<file path="src/core/ucc_pkg.sv">
// Purpose: constants for the serial port control block
// Assumes: 32-bit APB, one word per register
// Notes: offsets and baud divisor are chosen values
package ucc_pkg;
  localparam logic [11:0] FRAME_CTRL_OFFS = 12'h000;
  localparam logic [11:0] IRQ_CTRL_OFFS = 12'h004;
  localparam logic [11:0] NINTH_CTRL_OFFS = 12'h008;
  localparam logic [11:0] STATUS_OFFS = 12'h00C;
  localparam logic [11:0] DATA_OFFS = 12'h010;
  // frame_control fields
  localparam int PORT_EN_BIT = 6;
  localparam int MODE9_BIT = 4;
  localparam int WAKE_SEL_BIT = 3;
  localparam int IDLE_SEL_BIT = 2;
  localparam int PAR_ON_BIT = 1;
  localparam int PAR_ODD_BIT = 0;
  // irq_txrx_control fields
  localparam int TXE_IE_BIT = 7;
  localparam int TXD_IE_BIT = 6;
  localparam int RXF_IE_BIT = 5;
  localparam int RXI_IE_BIT = 4;
  localparam int TX_EN_BIT = 3;
  localparam int RX_EN_BIT = 2;
  localparam int STBY_BIT = 1;
  localparam int BRK_BIT = 0;
  // ninth_bit_error_irq_control fields
  localparam int RX9_BIT = 7;
  localparam int TX9_BIT = 6;
  localparam int ERR_IE_LSB = 0;
  localparam logic [7:0] CTRL_RESET = 8'h00;
  localparam logic [7:0] FRAME_MASK = 8'h5F;
  // bit time in pclk cycles
  localparam logic [7:0] BIT_CYCLES = 8'h10;
  localparam logic [3:0] HALF_BIT = 4'h8;
  localparam logic [3:0] CHAR_BITS_10 = 4'hA;
  localparam logic [3:0] CHAR_BITS_11 = 4'hB;
endpackage : ucc_pkg

</file>
<file path="src/core/ucc_core.sv">
// Purpose: control, interrupt and format logic of a serial port with a simple shifter
// Assumes: APB slave; single clock; serial input is asynchronous
// Notes: error flags come in as levels from outside receiver checking
`timescale 1ns/100ps
`default_nettype none
module ucc_core (
  input wire logic pclk,
  input wire logic presetn,
  input wire logic clk_en,
  input wire logic psel,
  input wire logic penable,
  input wire logic pwrite,
  input wire logic [11:0] paddr,
  input wire logic [31:0] pwdata,
  output logic [31:0] prdata,
  output logic pready,
  output logic pslverr,
  input wire logic [3:0] rx_err_flags,
  input wire logic rx_pin,
  output logic tx_pin_out,
  output logic tx_pin_oe_n,
  output logic tx_irq,
  output logic rx_irq,
  output logic err_irq
);
  typedef enum logic [1:0] {TX_IDLE, TX_PRE, TX_DATA, TX_BRK} ucc_tx_type;

  logic [7:0] frame_q, irqc_q;
  logic [5:0] errc_q;
  logic rx9_q, tx9_q;
  logic [7:0] txbuf_q, rxbuf_q;
  logic tx_buf_empty, tx_done;
  logic rx_buf_full, rx_idle_flag;
  ucc_tx_type tx_st_q;
  logic [10:0] tsr_q;
  logic [3:0] tbits_q;
  logic [7:0] tcnt_q;
  logic tx_en_prev_q, requeue_q, brk_tail_q, tx_out_q;
  logic rx_s1_q, rx_s2_q;
  logic [3:0] ones_q;
  logic [7:0] rcnt_q;
  logic rx_busy_q, rx_armed_q;
  logic [3:0] rbits_q;
  logic [10:0] rsr_q;

  wire wr = psel & penable & pwrite;
  wire rd = psel & penable & ~pwrite;
  wire hit_f = paddr == ucc_pkg::FRAME_CTRL_OFFS;
  wire hit_i = paddr == ucc_pkg::IRQ_CTRL_OFFS;
  wire hit_n = paddr == ucc_pkg::NINTH_CTRL_OFFS;
  wire hit_s = paddr == ucc_pkg::STATUS_OFFS;
  wire hit_d = paddr == ucc_pkg::DATA_OFFS;
  wire mapped = hit_f | hit_i | hit_n | hit_s | hit_d;
  wire port_enable = frame_q[ucc_pkg::PORT_EN_BIT];
  wire mode9 = frame_q[ucc_pkg::MODE9_BIT];
  wire wake_addr = frame_q[ucc_pkg::WAKE_SEL_BIT];
  wire idle_count_start_sel = frame_q[ucc_pkg::IDLE_SEL_BIT];
  wire parity_on = frame_q[ucc_pkg::PAR_ON_BIT];
  wire parity_odd_sel = frame_q[ucc_pkg::PAR_ODD_BIT];
  wire tx_enable = irqc_q[ucc_pkg::TX_EN_BIT];
  wire rx_enable = irqc_q[ucc_pkg::RX_EN_BIT];
  wire rx_standby = irqc_q[ucc_pkg::STBY_BIT];
  wire send_brk_ctl = irqc_q[ucc_pkg::BRK_BIT];
  wire [3:0] char_bits = mode9 ? ucc_pkg::CHAR_BITS_11 : ucc_pkg::CHAR_BITS_10;
  wire bit_tick = tcnt_q == ucc_pkg::BIT_CYCLES - 8'h01;
  wire tx_last = bit_tick & (tbits_q == char_bits - 4'h1);

  // parity over the data bits that precede it
  wire [7:0] pdata = mode9 ? txbuf_q : {1'b0, txbuf_q[6:0]};
  wire tx_par = ^pdata ^ parity_odd_sel;
  wire tx_msb = parity_on ? tx_par : (mode9 ? tx9_q : txbuf_q[7]);
  wire [10:0] tx_frame = mode9 ? {1'b1, tx_msb, txbuf_q, 1'b0}
                               : {2'b11, tx_msb, txbuf_q[6:0], 1'b0};

  wire tx_load = tx_st_q == TX_IDLE & tx_enable & ~tx_buf_empty & ~send_brk_ctl;

  // receiver decode; start bit sits at bit 1, data from bit 2 when the stop is sampled
  wire rx_done;
  wire rx_bit = rx_s2_q;
  wire [3:0] rbit_last = char_bits - 4'h1;
  wire rx_sample = rcnt_q == {4'h0, ucc_pkg::HALF_BIT};
  wire bit_tick_rx = rcnt_q == ucc_pkg::BIT_CYCLES - 8'h01;
  wire rx_stop = rx_busy_q & rx_sample & rbits_q == rbit_last;
  assign rx_done = rx_stop & rx_bit & rx_enable & ~rx_standby;
  wire [8:0] rpar_in = mode9 ? rsr_q[10:2] : {1'b0, rsr_q[9:2]};
  wire rx_par_bad = parity_on & (^rpar_in ^ parity_odd_sel);
  wire rx_msb = mode9 ? rsr_q[10] : rsr_q[9];
  wire idle_full = ones_q == char_bits;
  wire wake_hit = wake_addr ? (rx_stop & rx_msb) : idle_full;
  logic rx_par_err_q;

  // register writes
  always_ff @(posedge pclk or negedge presetn) begin
    if (!presetn) begin
      frame_q <= ucc_pkg::CTRL_RESET;
      irqc_q <= ucc_pkg::CTRL_RESET;
      errc_q <= 6'h00;
    end else if (clk_en) begin
      if (wr & hit_f) begin
        frame_q <= pwdata[7:0] & ucc_pkg::FRAME_MASK;
      end
      if (wr & hit_i) begin
        irqc_q <= pwdata[7:0];
      end else if (rx_standby & wake_hit) begin
        irqc_q[ucc_pkg::STBY_BIT] <= 1'b0;
      end
      if (wr & hit_n) begin
        errc_q <= pwdata[5:0];
      end
    end
  end

  // ninth bits and data buffers survive reset
  always_ff @(posedge pclk) begin
    if (clk_en) begin
      if (wr & hit_n) begin
        tx9_q <= pwdata[ucc_pkg::TX9_BIT];
      end
      if (wr & hit_d) begin
        txbuf_q <= pwdata[7:0];
      end
      if (rx_done) begin
        rxbuf_q <= rsr_q[9:2];
        rx9_q <= rx_msb;
      end
    end
  end

  // transmit flags: empty sets on load, done while nothing sent
  always_ff @(posedge pclk or negedge presetn) begin
    if (!presetn) begin
      tx_buf_empty <= 1'b1;
      tx_done <= 1'b1;
    end else if (clk_en) begin
      if (!port_enable) begin
        tx_buf_empty <= 1'b1;
        tx_done <= 1'b1;
      end else begin
        if (tx_load) begin
          tx_buf_empty <= 1'b1;
        end else if (wr & hit_d) begin
          tx_buf_empty <= 1'b0;
        end
        tx_done <= tx_st_q == TX_IDLE & ~tx_load & ~requeue_q & ~brk_tail_q
                   & tx_buf_empty & ~(tx_enable & ~tx_en_prev_q) & ~send_brk_ctl;
      end
    end
  end

  // transmitter sequencer
  always_ff @(posedge pclk or negedge presetn) begin
    if (!presetn) begin
      tx_st_q <= TX_IDLE;
      tsr_q <= 11'h7FF;
      tbits_q <= 4'h0;
      tcnt_q <= 8'h00;
      tx_en_prev_q <= 1'b0;
      requeue_q <= 1'b0;
      brk_tail_q <= 1'b0;
      tx_out_q <= 1'b1;
    end else if (clk_en) begin
      tx_en_prev_q <= tx_enable;
      if (tx_st_q != TX_IDLE & tx_enable & ~tx_en_prev_q) begin
        requeue_q <= 1'b1;
      end
      tcnt_q <= (tx_st_q == TX_IDLE | bit_tick) ? 8'h00 : tcnt_q + 8'h01;
      case (tx_st_q)
        TX_IDLE: begin
          tbits_q <= 4'h0;
          tx_out_q <= 1'b1;
          if (tx_enable & send_brk_ctl) begin
            tx_st_q <= TX_BRK;
            tx_out_q <= 1'b0;
          end else if (tx_enable & (~tx_en_prev_q | requeue_q | brk_tail_q)) begin
            tx_st_q <= TX_PRE;
            requeue_q <= 1'b0;
            brk_tail_q <= 1'b0;
          end else if (tx_load) begin
            tsr_q <= tx_frame;
            tx_out_q <= 1'b0;
            tx_st_q <= TX_DATA;
          end
        end
        TX_PRE: begin
          if (tx_last | (brk_tail_q & bit_tick)) begin
            tx_st_q <= TX_IDLE;
            brk_tail_q <= 1'b0;
          end
          if (bit_tick) begin
            tbits_q <= tbits_q + 4'h1;
          end
        end
        TX_DATA: begin
          if (bit_tick) begin
            tsr_q <= {1'b1, tsr_q[10:1]};
            tx_out_q <= tsr_q[1];
            tbits_q <= tbits_q + 4'h1;
          end
          if (tx_last) begin
            tx_st_q <= TX_IDLE;
          end
        end
        default: begin
          tx_out_q <= 1'b0;
          if (bit_tick) begin
            tbits_q <= tbits_q + 4'h1;
          end
          if (tx_last) begin
            tbits_q <= 4'h0;
            if (!send_brk_ctl) begin
              tx_st_q <= TX_PRE;
              tx_out_q <= 1'b1;
              brk_tail_q <= 1'b1;
            end
          end
        end
      endcase
    end
  end

  // receiver
  always_ff @(posedge pclk or negedge presetn) begin
    if (!presetn) begin
      rx_s1_q <= 1'b1;
      rx_s2_q <= 1'b1;
      rx_busy_q <= 1'b0;
      rcnt_q <= 8'h00;
      rbits_q <= 4'h0;
      rsr_q <= 11'h000;
      ones_q <= 4'h0;
      rx_armed_q <= 1'b0;
      rx_buf_full <= 1'b0;
      rx_idle_flag <= 1'b0;
      rx_par_err_q <= 1'b0;
    end else if (clk_en) begin
      rx_s1_q <= rx_pin;
      rx_s2_q <= rx_s1_q;
      if (rd & hit_d) begin
        rx_buf_full <= 1'b0;
        rx_idle_flag <= 1'b0;
        rx_par_err_q <= 1'b0;
      end
      if (!rx_enable) begin
        rx_busy_q <= 1'b0;
        ones_q <= 4'h0;
      end else if (!rx_busy_q) begin
        rbits_q <= 4'h0;
        if (!rx_bit) begin
          rx_busy_q <= 1'b1;
          rcnt_q <= 8'h00;
          ones_q <= 4'h0;
        end else begin
          // idle ones are counted per bit time, not per clock
          rcnt_q <= bit_tick_rx ? 8'h00 : rcnt_q + 8'h01;
          if (bit_tick_rx & !idle_full) begin
            ones_q <= ones_q + 4'h1;
          end
        end
      end else begin
        rcnt_q <= bit_tick_rx ? 8'h00 : rcnt_q + 8'h01;
        if (rx_sample) begin
          rsr_q <= mode9 ? {rx_bit, rsr_q[10:1]} : {1'b0, rx_bit, rsr_q[9:1]};
          rbits_q <= rbits_q + 4'h1;
          // ones after start count toward idle when idle_count_start_sel is clear
          if (!idle_count_start_sel & rbits_q != 4'h0) begin
            ones_q <= rx_bit ? ones_q + 4'h1 : 4'h0;
          end
        end
        if (rx_stop) begin
          rx_busy_q <= 1'b0;
          if (idle_count_start_sel) begin
            ones_q <= 4'h0;
          end
        end
      end
      if (rx_done) begin
        rx_buf_full <= 1'b1;
        rx_armed_q <= 1'b1;
        rx_par_err_q <= rx_par_bad;
      end
      if (idle_full & rx_armed_q & ~rx_standby) begin
        rx_idle_flag <= 1'b1;
        rx_armed_q <= 1'b0;
      end
    end
  end
  // interrupt requests
  wire [3:0] err_src = rx_err_flags | {3'b000, rx_par_err_q};
  wire [3:0] err_en = errc_q[3:0];
  assign tx_irq = port_enable & ((tx_buf_empty & irqc_q[ucc_pkg::TXE_IE_BIT])
                  | (tx_done & irqc_q[ucc_pkg::TXD_IE_BIT]));
  assign rx_irq = ~rx_standby & ((rx_buf_full & irqc_q[ucc_pkg::RXF_IE_BIT])
                  | (rx_idle_flag & irqc_q[ucc_pkg::RXI_IE_BIT]));
  assign err_irq = |(err_src & err_en);

  // read mux
  wire [7:0] status = {tx_buf_empty, tx_done, rx_buf_full, rx_idle_flag, err_src};
  wire [7:0] rd_byte = hit_f ? frame_q : hit_i ? irqc_q
                     : hit_n ? {rx9_q, tx9_q, errc_q} : hit_s ? status
                     : hit_d ? rxbuf_q : 8'h00;
  always_ff @(posedge pclk or negedge presetn) begin
    if (!presetn) begin
      prdata <= 32'h0000_0000;
    end else if (clk_en & psel & ~penable) begin
      prdata <= {24'h00_0000, rd_byte};
    end
  end
  assign pready = 1'b1;
  assign pslverr = psel & penable & ~mapped;
  assign tx_pin_out = 1'b0;
  assign tx_pin_oe_n = tx_out_q | ~port_enable;

  tx_irq_gate_a: assert property (@(posedge pclk) disable iff (!presetn)
    (!irqc_q[ucc_pkg::TXE_IE_BIT] & !irqc_q[ucc_pkg::TXD_IE_BIT]) |-> !tx_irq)
    else $error("tx irq without enable");
  txoff_flags_a: assert property (@(posedge pclk) disable iff (!presetn)
    (clk_en & !port_enable) |=> (tx_buf_empty & tx_done))
    else $error("port disable did not set tx flags");
  standby_mask_a: assert property (@(posedge pclk) disable iff (!presetn)
    rx_standby |-> !rx_irq)
    else $error("rx irq in standby");
  err_gate_a: assert property (@(posedge pclk) disable iff (!presetn)
    err_irq |-> |(err_src & errc_q[3:0]))
    else $error("error irq ungated");
  brk_low_a: assert property (@(posedge pclk) disable iff (!presetn)
    (tx_st_q == TX_BRK & $past(tx_st_q) == TX_BRK) |-> !tx_out_q)
    else $error("break not low");
  pre_high_a: assert property (@(posedge pclk) disable iff (!presetn)
    (tx_st_q == TX_PRE) |-> tx_out_q)
    else $error("preamble not high");
  idle_high_a: assert property (@(posedge pclk) disable iff (!presetn)
    (clk_en & tx_st_q == TX_IDLE & !tx_enable) |=> tx_out_q)
    else $error("tx not idle high");
  rx_idle_keep_a: assert property (@(posedge pclk) disable iff (!presetn)
    (clk_en & !rx_enable & rx_buf_full & !(rd & hit_d)) |=> rx_buf_full)
    else $error("rx flag lost on disable");
endmodule : ucc_core
`default_nettype wire

</file>
<file path="config.mk">
export PLATFORM = sky130hd
export DESIGN_NAME = ucc_core
export DESIGN_NICKNAME = d
export VERILOG_FILES = /design/src/core/ucc_pkg.sv /design/src/core/ucc_core.sv
export SDC_FILE = /design/constraint.sdc
export NUM_CORES = 1
export LEC_CHECK = 0
export BUFFER_PORTS_ARGS = -buffer_cell sky130_fd_sc_hd__buf_4
export CAP_MARGIN = 20
export CORE_ASPECT_RATIO = 0.75
export CORE_MARGIN = 2
export CORE_UTILIZATION = 25
export DETAILED_ROUTE_END_ITERATION = 8
export PLACE_DENSITY = 0.39
export SYNTH_ARGS = -nofsm -noshare
export SYNTH_HDL_FRONTEND = slang
export SYNTH_SLANG_ARGS = --single-unit
</file>
<file path="constraint.sdc">
create_clock -name pclk -period 7.4 [get_ports pclk]
set_input_delay 1.48 -clock pclk [delete_from_list [all_inputs] [get_ports pclk]]
set_output_delay 1.48 -clock pclk [all_outputs]
set_load 0.02 [all_outputs]
</file>
# Word-level counts from Yosys, hierarchy flattened
# Cells that the tools add are included.
totals:
  ff_bits: 111
  inputBits: 55
  elab_cells: 247
classes:
  n_addsub: 6
  n_eq_ne: 25
  mux: 78
  n_bitwise: 74
  n_reduce_logical: 34
ops:
  columns: ["cell", "count"]
  rows:
  - ["2-to-1 mux 8 bit", 10]
  - ["2-to-1 mux 11 bit", 5]
  - ["2-to-1 mux 4 bit", 13]
  - ["bitwise AND 1 bit", 45]
  - ["2-to-1 mux 1 bit", 36]
  - ["== test 12 x 4 -> 1 bit, second input constant", 2]
  - ["== test 8 x 4 -> 1 bit, second input constant", 3]
  - ["AND reduction 2 bit", 12]
  - ["one-hot mux 11 bit (2 select lines)", 1]
  - ["adder 8 x 1 -> 8 bit, second input constant", 2]
  - ["2-to-1 mux 2 bit", 7]
  - ["NOT 1 bit", 14]
  - ["adder 4 x 1 -> 4 bit, second input constant", 3]
  - ["== test 12 x 3 -> 1 bit, second input constant", 1]
  - ["== test 12 x 5 -> 1 bit, second input constant", 1]
  - ["== test 4 bit", 3]
  - ["logical NOT 12 bit", 1]
  - ["!= test 2 bit, second input constant", 6]
  - ["AND reduction 6 bit", 2]
  - ["nonzero test 2 bit", 6]
  - ["OR 1 bit", 11]
  - ["2-to-1 mux 10 bit", 1]
  - ["2-to-1 mux 9 bit", 1]
  - ["parity 9 bit", 1]
  - ["other kinds (23)", 30]

# Depth between registers and ports, before layout
# Gate-level depths: netlist of the first run.
depth:
  word_depth: 12
  ltp_mapped: 8
  depth_no_buf: 7

# Worst setup path before layout of the first run
# No wires, ideal clock.
synth_timing:
  path_type: "input -> output"
  start: "input paddr[10]"
  end: "output pslverr"
  arrival_time_ns: 2.691
  required_ns: 5.920
  path_slack_ns: 3.229
  stages: 4
  n_path_buf: 1
  path_cell_list: "or4_4 -> nor4_4 -> buf_2 -> a21oi_1"
synth_via:
  elab_chain_len: 7
synth_rtl:
  columns: ["item", "line_no", "rtl"]
  rows:
  - ["start, declared", "ucc_core.sv:13", "input wire logic [11:0] paddr,"]
  - ["== test 12 x 3 -> 1 bit / logical NOT 12 bit (equally long branches)", "ucc_core.sv:49, ucc_core.sv:48", null]
  - ["OR 1 bit (3 in a row)", "ucc_core.sv:53", "wire mapped = hit_f | hit_i | hit_n | hit_s | hit_d;"]
  - ["OR 1 bit *", "ucc_core.sv:53", null]
  - ["NOT 1 bit *", "ucc_core.sv:309", "assign pslverr = psel & penable & ~mapped;"]
  - ["bitwise AND 1 bit *", "ucc_core.sv:309", null]
  - ["end, declared", "ucc_core.sv:17", "output logic pslverr,"]
# Mark *: on every way between the ends. The rest lies on a longest branch, timed or not.

# Worst setup path in the final report of the first run
# Ends and elaborated chain as after synthesis.

==> results.toml, run 1 <==
[clock_network]
numClockSinks = 107
numCtsBuffers = 9
clockBufferDepth = 2
ctsHoldBuffers = 0
clk_pin_slew_ns = 0.08
post_cts_buffers = 0
htreeDepth = 3
ctsResizeCount = 0
clock-root-buffer = "clkbuf_16"
clock_latency_ns = 0.36
cts_tree = "yes"

[place]
io_buffers = 43
dp.final_hpwl_mm = 10.1
gp_congestion = 0.765
dp_cells = 847

[global_routing]
grt-ovfl-total = 0
grt_pass1_vias = 3852
track_usage = 0.123
grt_pass1_wl_mm = 22.6
grt_start_max_net_pins = 63
antenna_found_initial = 0

[floorplan]
die_area_um2 = 24200
dieWidth_um = 179
fp.coreArea_um2 = 22300
start_util = 0.258
die_y_um = 135
ioPinCount = 94
rows = 47

[drt]
routed_wl_mm = 14.0
drt-pass1-iter-count = 4
drt_iter0_markers = 328
dr_total_vias = 3878
wl_per_cell_um = 16.2
drc = 0
via_per_inst = 4.49
ant_nets = 0

[timing]
fin_crit_ns = 4.60
finalCritPeriodShare = 0.621
tightest_slew_ns = 1.03
slew_viol_final = 0
hold_viol = 0
setup_viol = 0
rsz0062_at_grt = "no"
relSlewSlack = 0.310
setup_tns_ns = 0
finClkSkew_ns = 0.00823
fmaxAchievable_mhz = 218
hold_slack_ns = 0.495

[synthesis]
synth_top_family_by_area = "simple AND/OR/NAND/NOR gates"
ys_seq_elements = 107
avgSynthCellArea_um2 = 10.8
synthAdderAreaFrac = 0.0240
yosys.area.top_type_share = 0.327
synthTopCellsByArea = "dfrtp_1 (33%), edfxtp_1 (9.4%), mux2_2 (8.6%)"
yosys.area_share.simple = 0.139
async_reset_ff_frac = 0.832
yosys_warnings = 0
synth_area_um2 = 5740
synth_top_area_cell = "dfrtp_1"
netlist_instances = 532
ys.flop_type = "dfrtp_1"
synth-compound-area-share = 0.110
synthMuxAreaShare = 0.119
synth-seq-area-share = 0.485
ys_types = 66
synth_xor_area_frac = 0.0551
synth_enable_flop_cells = 18

[power_and_ir_drop]
power_frac_seq = 0.456
p_per_area_nw_per_um2 = 232
total_power_mw = 1.52
power_switching_share = 0.293
combPwrFrac = 0.197
p_sw_mw = 0.445
p_leak_nw = 2.79
ir_drop_v = 0.000112
power_frac_clock = 0.347
internal-power_mw = 1.08

[worst_setup_path]
critical-path-top-delay-family = "simple AND/OR/NAND/NOR gates"
slowest_delay_ns = 0.66
crit_buf_inv = 2
cp.depth = 5
cp-start-kind = "input pin"
worstSetupPathType = "in -> out"
r2r_end = "rxbuf_q[5]"
reg2reg_slack_ns = 4.68
required_ns = 5.92
crit_top_cell = "buf_4"
critPathMaxFanout = 14
reg2reg_depth = 3
regToRegStartpoint = "frame_q[4]"
crit_slowest_cell = "nor4_4"
crit_arrival_ns = 3.12
worstPathCellList = "buf_4 -> or4_4 -> nor4_4 -> a21oi_1 -> buf_4"
endpoint_kind = "output port"

[hold_path]
whs_path_depth = 0
hold_end = "rxbuf_q[0]"
hold_path_class = "reg -> reg"
min-delay-start = "rsr_q[2]"

[cells_and_area]
diodes = 0
syn_to_final_growth_pct = 14.3
fillers = 2307
instances_no_fill = 863
layout_common_cells = "dfrtp_1 (75), nor2_1 (45), mux2_2 (44), buf_4 (44), nand2_1 (37)"
drive_above_1_share = 0.236
final_common_cell = "dfrtp_1"
nNetsFinal = 630
final_core_util = 0.294

[status]
status = "finished, final reports clean"

[flow_run]
cap_violations = 0
power by group through the flow:
stage	Combinational, mW	Clock [mW]	Sequential (mW)
detailed placement	0.300	0	0.706
global route	0.336	0.572	0.702
CTS	0.302	0.545	0.695
floorplan	0.222	0	0.700
finish	0.300	0.527	0.694
global placement	0.300	0	0.705
synthesized netlist by cell type, types with 3 or more instances:
cell      number
nor2_1        45
nand3b_1       6
nand2b_1       6
o31ai_1        3
nor2b_1        8
xnor2_1       22
dfstp_2       14
or4_1          3
buf_4         27
nand2_1       37
or3_1          5
inv_1         25
dfrtp_1       75
o22ai_1       12
a22o_1         4
clkbuf_1      16
buf_2          3
o21ai_0       24
a22oi_1        9
mux2i_1       10
nand3_1       17
nor3b_1        3
nor3_1         3
mux2_2        44
xor2_1         9
mux2_4         6
and3_1         3
or2_2          3
a21oi_1       16
ha_1          11
edfxtp_1      18
how the worst max path moves through the flow:
stage / slack [ns] / end / from
2_1_floorplan: 3.23 / pslverr / paddr[10]
3_3_place_gp: 2.79 / pslverr / paddr[10]
6_report: 2.80 / pslverr / paddr[10]
4_1_cts: 2.81 / pslverr / paddr[10]
3_5_place_dp: 2.81 / pslverr / paddr[10]
5_1_grt: 2.71 / pslverr / paddr[10]
layout make-up:
cell class | count | area, um2 | area share
clock buffer | 10 | 250 | 0.0381
inverter | 25 | 93.8 | 0.0143
clock inverter | 6 | 70.1 | 0.0107
tap | 294 | 368 | 0.0561
timing repair buffer | 44 | 330 | 0.0503
sequential | 107 | 2790 | 0.424
multi-input combinational | 377 | 2670 | 0.406
metal layers:
| metal | track usage | vias to the layer above | share of wire |
|---|---|---|---|
| met5 | 0 | - | 0 |
| met4 | 0.0348 | 0 | 0.013 |
| met3 | 0.0272 | 12 | 0.028 |
| met2 | 0.174 | 47 | 0.43 |
| met1 | 0.185 | 1920 | 0.53 |
| li1 | - | 1899 | - |
stage by stage:
stage,area (um2),setup WS [ns]
finish,6560,2.80
global route,6560,2.71
CTS,6560,2.81
detailed placement,6240,2.81
global placement,6240,2.79
floorplan,5830,3.23
sequential cells by signal (all words and copies together), names as in the netlist, 2 cells and up:
| register | count |
|---|---|
| tbits_q | 4 |
| errc_q | 6 |
| rsr_q | 9 |
| prdata | 8 |
| rbits_q | 4 |
| ones_q | 4 |
| rxbuf_q | 8 |
| tsr_q | 9 |
| irqc_q | 8 |
| rcnt_q | 8 |
| tx_st_q | 2 |
| tcnt_q | 8 |
| frame_q | 6 |
| txbuf_q | 8 |
kinds of logic after synthesis:
kind of cell	count (synthesis)
adder cells (fa/ha/maj)	11
AO/OA/AOI/OAI	95
buffers and inverters	72
flip-flops	107
multiplexers	60
XOR/XNOR	33
other	2
AND/OR/NAND/NOR	152
Power figures use the tool's default switching activity.
==> inputs of run 2 (changes only) <==
==> constraint.sdc (replaced) <==
create_clock -name pclk -period 4.4 [get_ports pclk]
set_input_delay 0.88 -clock pclk [delete_from_list [all_inputs] [get_ports pclk]]
set_output_delay 0.88 -clock pclk [all_outputs]
set_load 0.02 [all_outputs]
==> run 2 against run 1 <==
Net effect:
- first-iteration DRC count shrank 28%
- clock skew about the same
- clock power rose by 49%
- design area fell by 0.31%
- non-clock buffer count rose by 3
- via count grew 1.4%
- worst hold slack worse by 0.046 ns
==> results.toml, run 2 (synthesized netlist as in run 1, its figures left out) <==
[clock_network]
ctsHoldBuffers = 0
clock_latency_ns = 0.35
numClockSinks = 107
ctsResizeCount = 0
htreeDepth = 3
post_cts_buffers = 0
cts_tree = "yes"
numCtsBuffers = 9
clockBufferDepth = 2
clock-root-buffer = "clkbuf_16"
clk_pin_slew_ns = 0.07

[global_routing]
track_usage = 0.122
antenna_found_initial = 0
grt_pass1_vias = 3917
grt-ovfl-total = 0
grt_pass1_wl_mm = 22.5
grt_start_max_net_pins = 33

[place]
gp_congestion = 0.752
dp_slack_ns = 0.985
place_area_um2 = 6260
dp.final_hpwl_mm = 10.3
io_buffers = 43

[drt]
routed_wl_mm = 14.0
dr_total_vias = 3933
drc = 0
via_per_inst = 4.54
ant_nets = 0
drt-pass1-iter-count = 5
drt_iter0_markers = 236
wl_per_cell_um = 16.1

[timing]
finClkSkew_ns = 0.00785
relSlewSlack = 0.380
tightest_slew_ns = 0.921
hold_viol = 0
rsz0062_at_grt = "no"
fin_crit_ns = 3.10
slew_viol_final = 0
setup_viol = 0
timing.final.ws_setup_ns = 1.30
fmaxAchievable_mhz = 323
setup_tns_ns = 0
finalCritPeriodShare = 0.704

[worst_setup_path]
cp-start-kind = "input pin"
endpoint_kind = "output port"
worstPathCellList = "buf_4 -> or4_4 -> nor4_4 -> buf_4 -> a21oi_1 -> buf_4"
crit_slowest_cell = "or4_4"
crit_top_cell = "buf_4"
slowest_delay_ns = 0.53
critPathMaxFanout = 14
crit_arrival_ns = 2.22
regToRegStartpoint = "frame_q[4]"
reg2reg_depth = 3
worstSetupPathType = "in -> out"
reg2reg_slack_ns = 1.72
r2r_end = "rxbuf_q[6]"
required_ns = 3.52

[cells_and_area]
syn_to_final_growth_pct = 13.9
diodes = 0
final_common_cell = "dfrtp_1"
multi_input_area_um2 = 2670
finalInstanceArea_um2 = 6540
regArea_um2 = 2790
drive_above_1_share = 0.238
layout_common_cells = "dfrtp_1 (75), buf_4 (47), nor2_1 (45), mux2_2 (44), nand2_1 (37)"
largestRegisters = "rsr_q: 9 flops, tsr_q: 9 flops"
final_core_util = 0.294
nNetsFinal = 633
fillers = 2288

[flow_run]
cap_violations = 0

[floorplan]
fp.coreArea_um2 = 22300
dieWidth_um = 179
die_y_um = 135
ioPinCount = 94
start_util = 0.258
rows = 47
die_area_um2 = 24200

[power_and_ir_drop]
ir_drop_v = 0.000187
p_per_area_nw_per_um2 = 375
p_leak_nw = 2.79

[hold_path]
hold_path_class = "in -> async"

[status]
status = "finished, final reports clean"
run 2: changes by cell type in the layout (fill, tap and decap cells not counted):
cell        change
buf_4           +3
clkinv_4        +3
bufinv_16       -1
inv_8           -1
clkinvlp_4      -2
clkinv_1        +1
clkbuf_16       -1
inv_6           +1
run 2: how the worst max path moves through the flow:
stage | start | endpoint | slack (ns) | cells after the start
4_1_cts | paddr[10] | pslverr | 1.30 | 6
6_report | paddr[10] | pslverr | 1.30 | 6
5_1_grt | paddr[10] | irqc_q[7] | 1.20 | 7
2_1_floorplan | paddr[10] | pslverr | 1.43 | 4
3_5_place_dp | paddr[10] | irqc_q[7] | 0.99 | 7
3_3_place_gp | paddr[10] | irqc_q[4] | 0.98 | 7
run 2: power by group:
group	switching, mW	internal (mW)	total (mW)	leakage, nW
combinational	0.284	0.218	0.502	1.32
clock	0.394	0.389	0.783	0.138
sequential	0.0572	1.11	1.17	1.34
run 2: metal layers:
metal | GRT usage | vias up | part of all wire
met5 | 0 | - | 0
met4 | 0.0289 | 0 | 0.0092
met3 | 0.0283 | 10 | 0.035
met2 | 0.179 | 50 | 0.44
met1 | 0.180 | 1975 | 0.51
li1 | - | 1898 | -
run 2: worst max-delay path: cells and delay by family:
| kind | cells | cell delay (ns) |
|---|---|---|
| simple gates | 2 | 0.74 |
| buf+inv | 3 | 0.51 |
| compound gates | 1 | 0.09 |
run 2: cell type report:
type / count / area share
clock buffer: 9 / 0.0344
clock inverter: 7 / 0.00803
inverter: 25 / 0.0143
multi-input combinational: 377 / 0.407
sequential: 107 / 0.426
tap: 294 / 0.0562
timing repair buffer: 47 / 0.0539
run 2: stage by stage:
step / std cells / power [mW] / hold slack [ns]
after floorplan: 556 / 1.55 / 0.462
after global placement: 850 / 1.69 / 0.480
after detailed placement: 850 / 1.69 / 0.482
after CTS: 866 / 2.49 / 0.452
after global routing: 866 / 2.59 / 0.465
final: 866 / 2.45 / 0.448
==> inputs of run 3 (changes only) <==
--- a/config.mk
+++ b/config.mk
@@ -11,7 +11,7 @@
 export CORE_MARGIN = 2
 export CORE_UTILIZATION = 25
 export DETAILED_ROUTE_END_ITERATION = 8
-export PLACE_DENSITY = 0.39
+export PLACE_DENSITY = 0.4
 export SYNTH_ARGS = -nofsm -noshare
 export SYNTH_HDL_FRONTEND = slang
 export SYNTH_SLANG_ARGS = --single-unit
==> constraint.sdc (replaced) <==
create_clock -name pclk -period 2.55 [get_ports pclk]
set_input_delay 0.51 -clock pclk [delete_from_list [all_inputs] [get_ports pclk]]
set_output_delay 0.51 -clock pclk [all_outputs]
set_load 0.02 [all_outputs]
==> run 3 against run 2 <==
Net effect:
- non-clock buffer count rose by 16
- core utilization rose by 0.97 points
- global-route usage rose by 0.081 points
- sequential share of layout area fell by 1.4 points
- largest cell class unchanged
- final cell count rose by 1.8%
- worst setup slack got worse by 1.2 ns
==> results.toml, run 3 (synthesized netlist as in run 1, its figures left out) <==
[cells_and_area]
nNetsFinal = 649
largestRegisters = "rsr_q: 9 flops, tsr_q: 9 flops"
layout_common_cells = "dfrtp_1 (75), buf_4 (60), nor2_1 (45), mux2_2 (44), nand2_1 (37)"
drive_above_1_share = 0.262
finalInstanceArea_um2 = 6760
final_core_util = 0.303
final_common_cell = "dfrtp_1"
diodes = 0
syn_to_final_growth_pct = 17.7

[clock_network]
cts_tree = "yes"
ctsHoldBuffers = 0
clockBufferDepth = 2
clk_pin_slew_ns = 0.07
htreeDepth = 3
numCtsBuffers = 9
post_cts_buffers = 0
numClockSinks = 107
clock_latency_ns = 0.35
ctsResizeCount = 0
clock-root-buffer = "clkbuf_16"

[timing]
rsz0062_at_grt = "no"
finClkSkew_ns = 0.00441
setup_viol = 0
relSlewSlack = 0.628
setup_tns_ns = 0
slew_viol_final = 0
timing.final.ws_setup_ns = 0.146
finalCritPeriodShare = 0.943
hold_viol = 0
tightest_slew_ns = 0.556
fmaxAchievable_mhz = 416
fin_crit_ns = 2.40

[floorplan]
dieWidth_um = 179
die_y_um = 135
ioPinCount = 94
die_area_um2 = 24200
fp.coreArea_um2 = 22300
start_util = 0.258
rows = 47

[flow_run]
cap_violations = 0

[worst_setup_path]
reg2reg_slack_ns = 0.15
worstSetupPathType = "reg -> reg"
crit_arrival_ns = 2.48
cp-start-kind = "register"
endpoint_kind = "register"
critPathMaxFanout = 13
required_ns = 2.62

[place]
io_buffers = 43
dp_slack_ns = -0.0706
dp.final_hpwl_mm = 10.4
gp_congestion = 0.821
place_area_um2 = 6420

[drt]
routed_wl_mm = 14.1
drt-pass1-iter-count = 4
drc = 0
via_per_inst = 4.52
ant_nets = 0
drt_iter0_markers = 265
dr_total_vias = 3985
wl_per_cell_um = 16.0

[global_routing]
grt-ovfl-total = 0
grt_pass1_wl_mm = 22.5
grt_pass1_vias = 3955
antenna_found_initial = 1
track_usage = 0.123
grt_start_max_net_pins = 54

[hold_path]
hold_path_class = "in -> async"

[status]
status = "finished, final reports clean"

[power_and_ir_drop]
p_leak_nw = 2.91
ir_drop_v = 0.000371
p_per_area_nw_per_um2 = 661
run 3: cell types whose count changed in the layout (fill, tap and decap cells not counted), sizes merged:
| cell | change |
|---|---|
| inv | -2 |
| buf | +16 |
| clkinvlp | +2 |
| clkbuf | +1 |
| clkinv | -3 |
| bufinv | +2 |
run 3: path summary, 6_finish.rpt:
| check | startpoint | cells after the start | to |
|---|---|---|---|
| min | presetn | 1 | errc_q[5] |
| max in group asynchronous | presetn | 2 | rx_s1_q |
| max | rcnt_q[5] | 4 | rxbuf_q[4] |
| min in group pclk | pwdata[7] | 1 | txbuf_q[7] |
| min reg2reg | prdata[5] | 2 | prdata[5] |
| max reg2reg | rcnt_q[5] | 4 | rxbuf_q[4] |
run 3: power breakdown:
group          internal [mW]  switching, mW
combinational          0.407          0.497
clock                  0.888          0.659
sequential              1.92         0.0969
run 3: layout make-up:
type | instances | area [um2]
inverter | 25 | 93.8
clock inverter | 6 | 88.8
tap | 294 | 368
fill | 2321 | 15500
multi-input combinational | 377 | 2670
clock buffer | 10 | 239
sequential | 107 | 2790
timing repair buffer | 63 | 510
run 3: layer usage:
metal  vias to the layer above  wire length [um]  global-route usage  part of all wire
met5                         -                 0                   0                 0
met4                         0               103              0.0280            0.0073
met3                        10               349              0.0272             0.025
met2                        47              6310               0.181              0.45
met1                      1987              7350               0.181              0.52
li1                       1941                 -                   -                 -
run 3: through the flow:
stage / hold slack, ns / power (mW) / std cells
finish: 0.141 / 4.46 / 882
global route: 0.163 / 4.71 / 882
CTS: 0.146 / 4.53 / 882
detailed placement: 0.484 / 2.95 / 866
global placement: 0.481 / 2.94 / 866
floorplan: 0.214 / 2.68 / 556
run 3: critical path: stages (launching register included):
cell and delay, ns:
dfrtp_1 0.42, or4_1 0.70, a2111o_1 0.54, nor4_4 0.29, buf_12 0.18
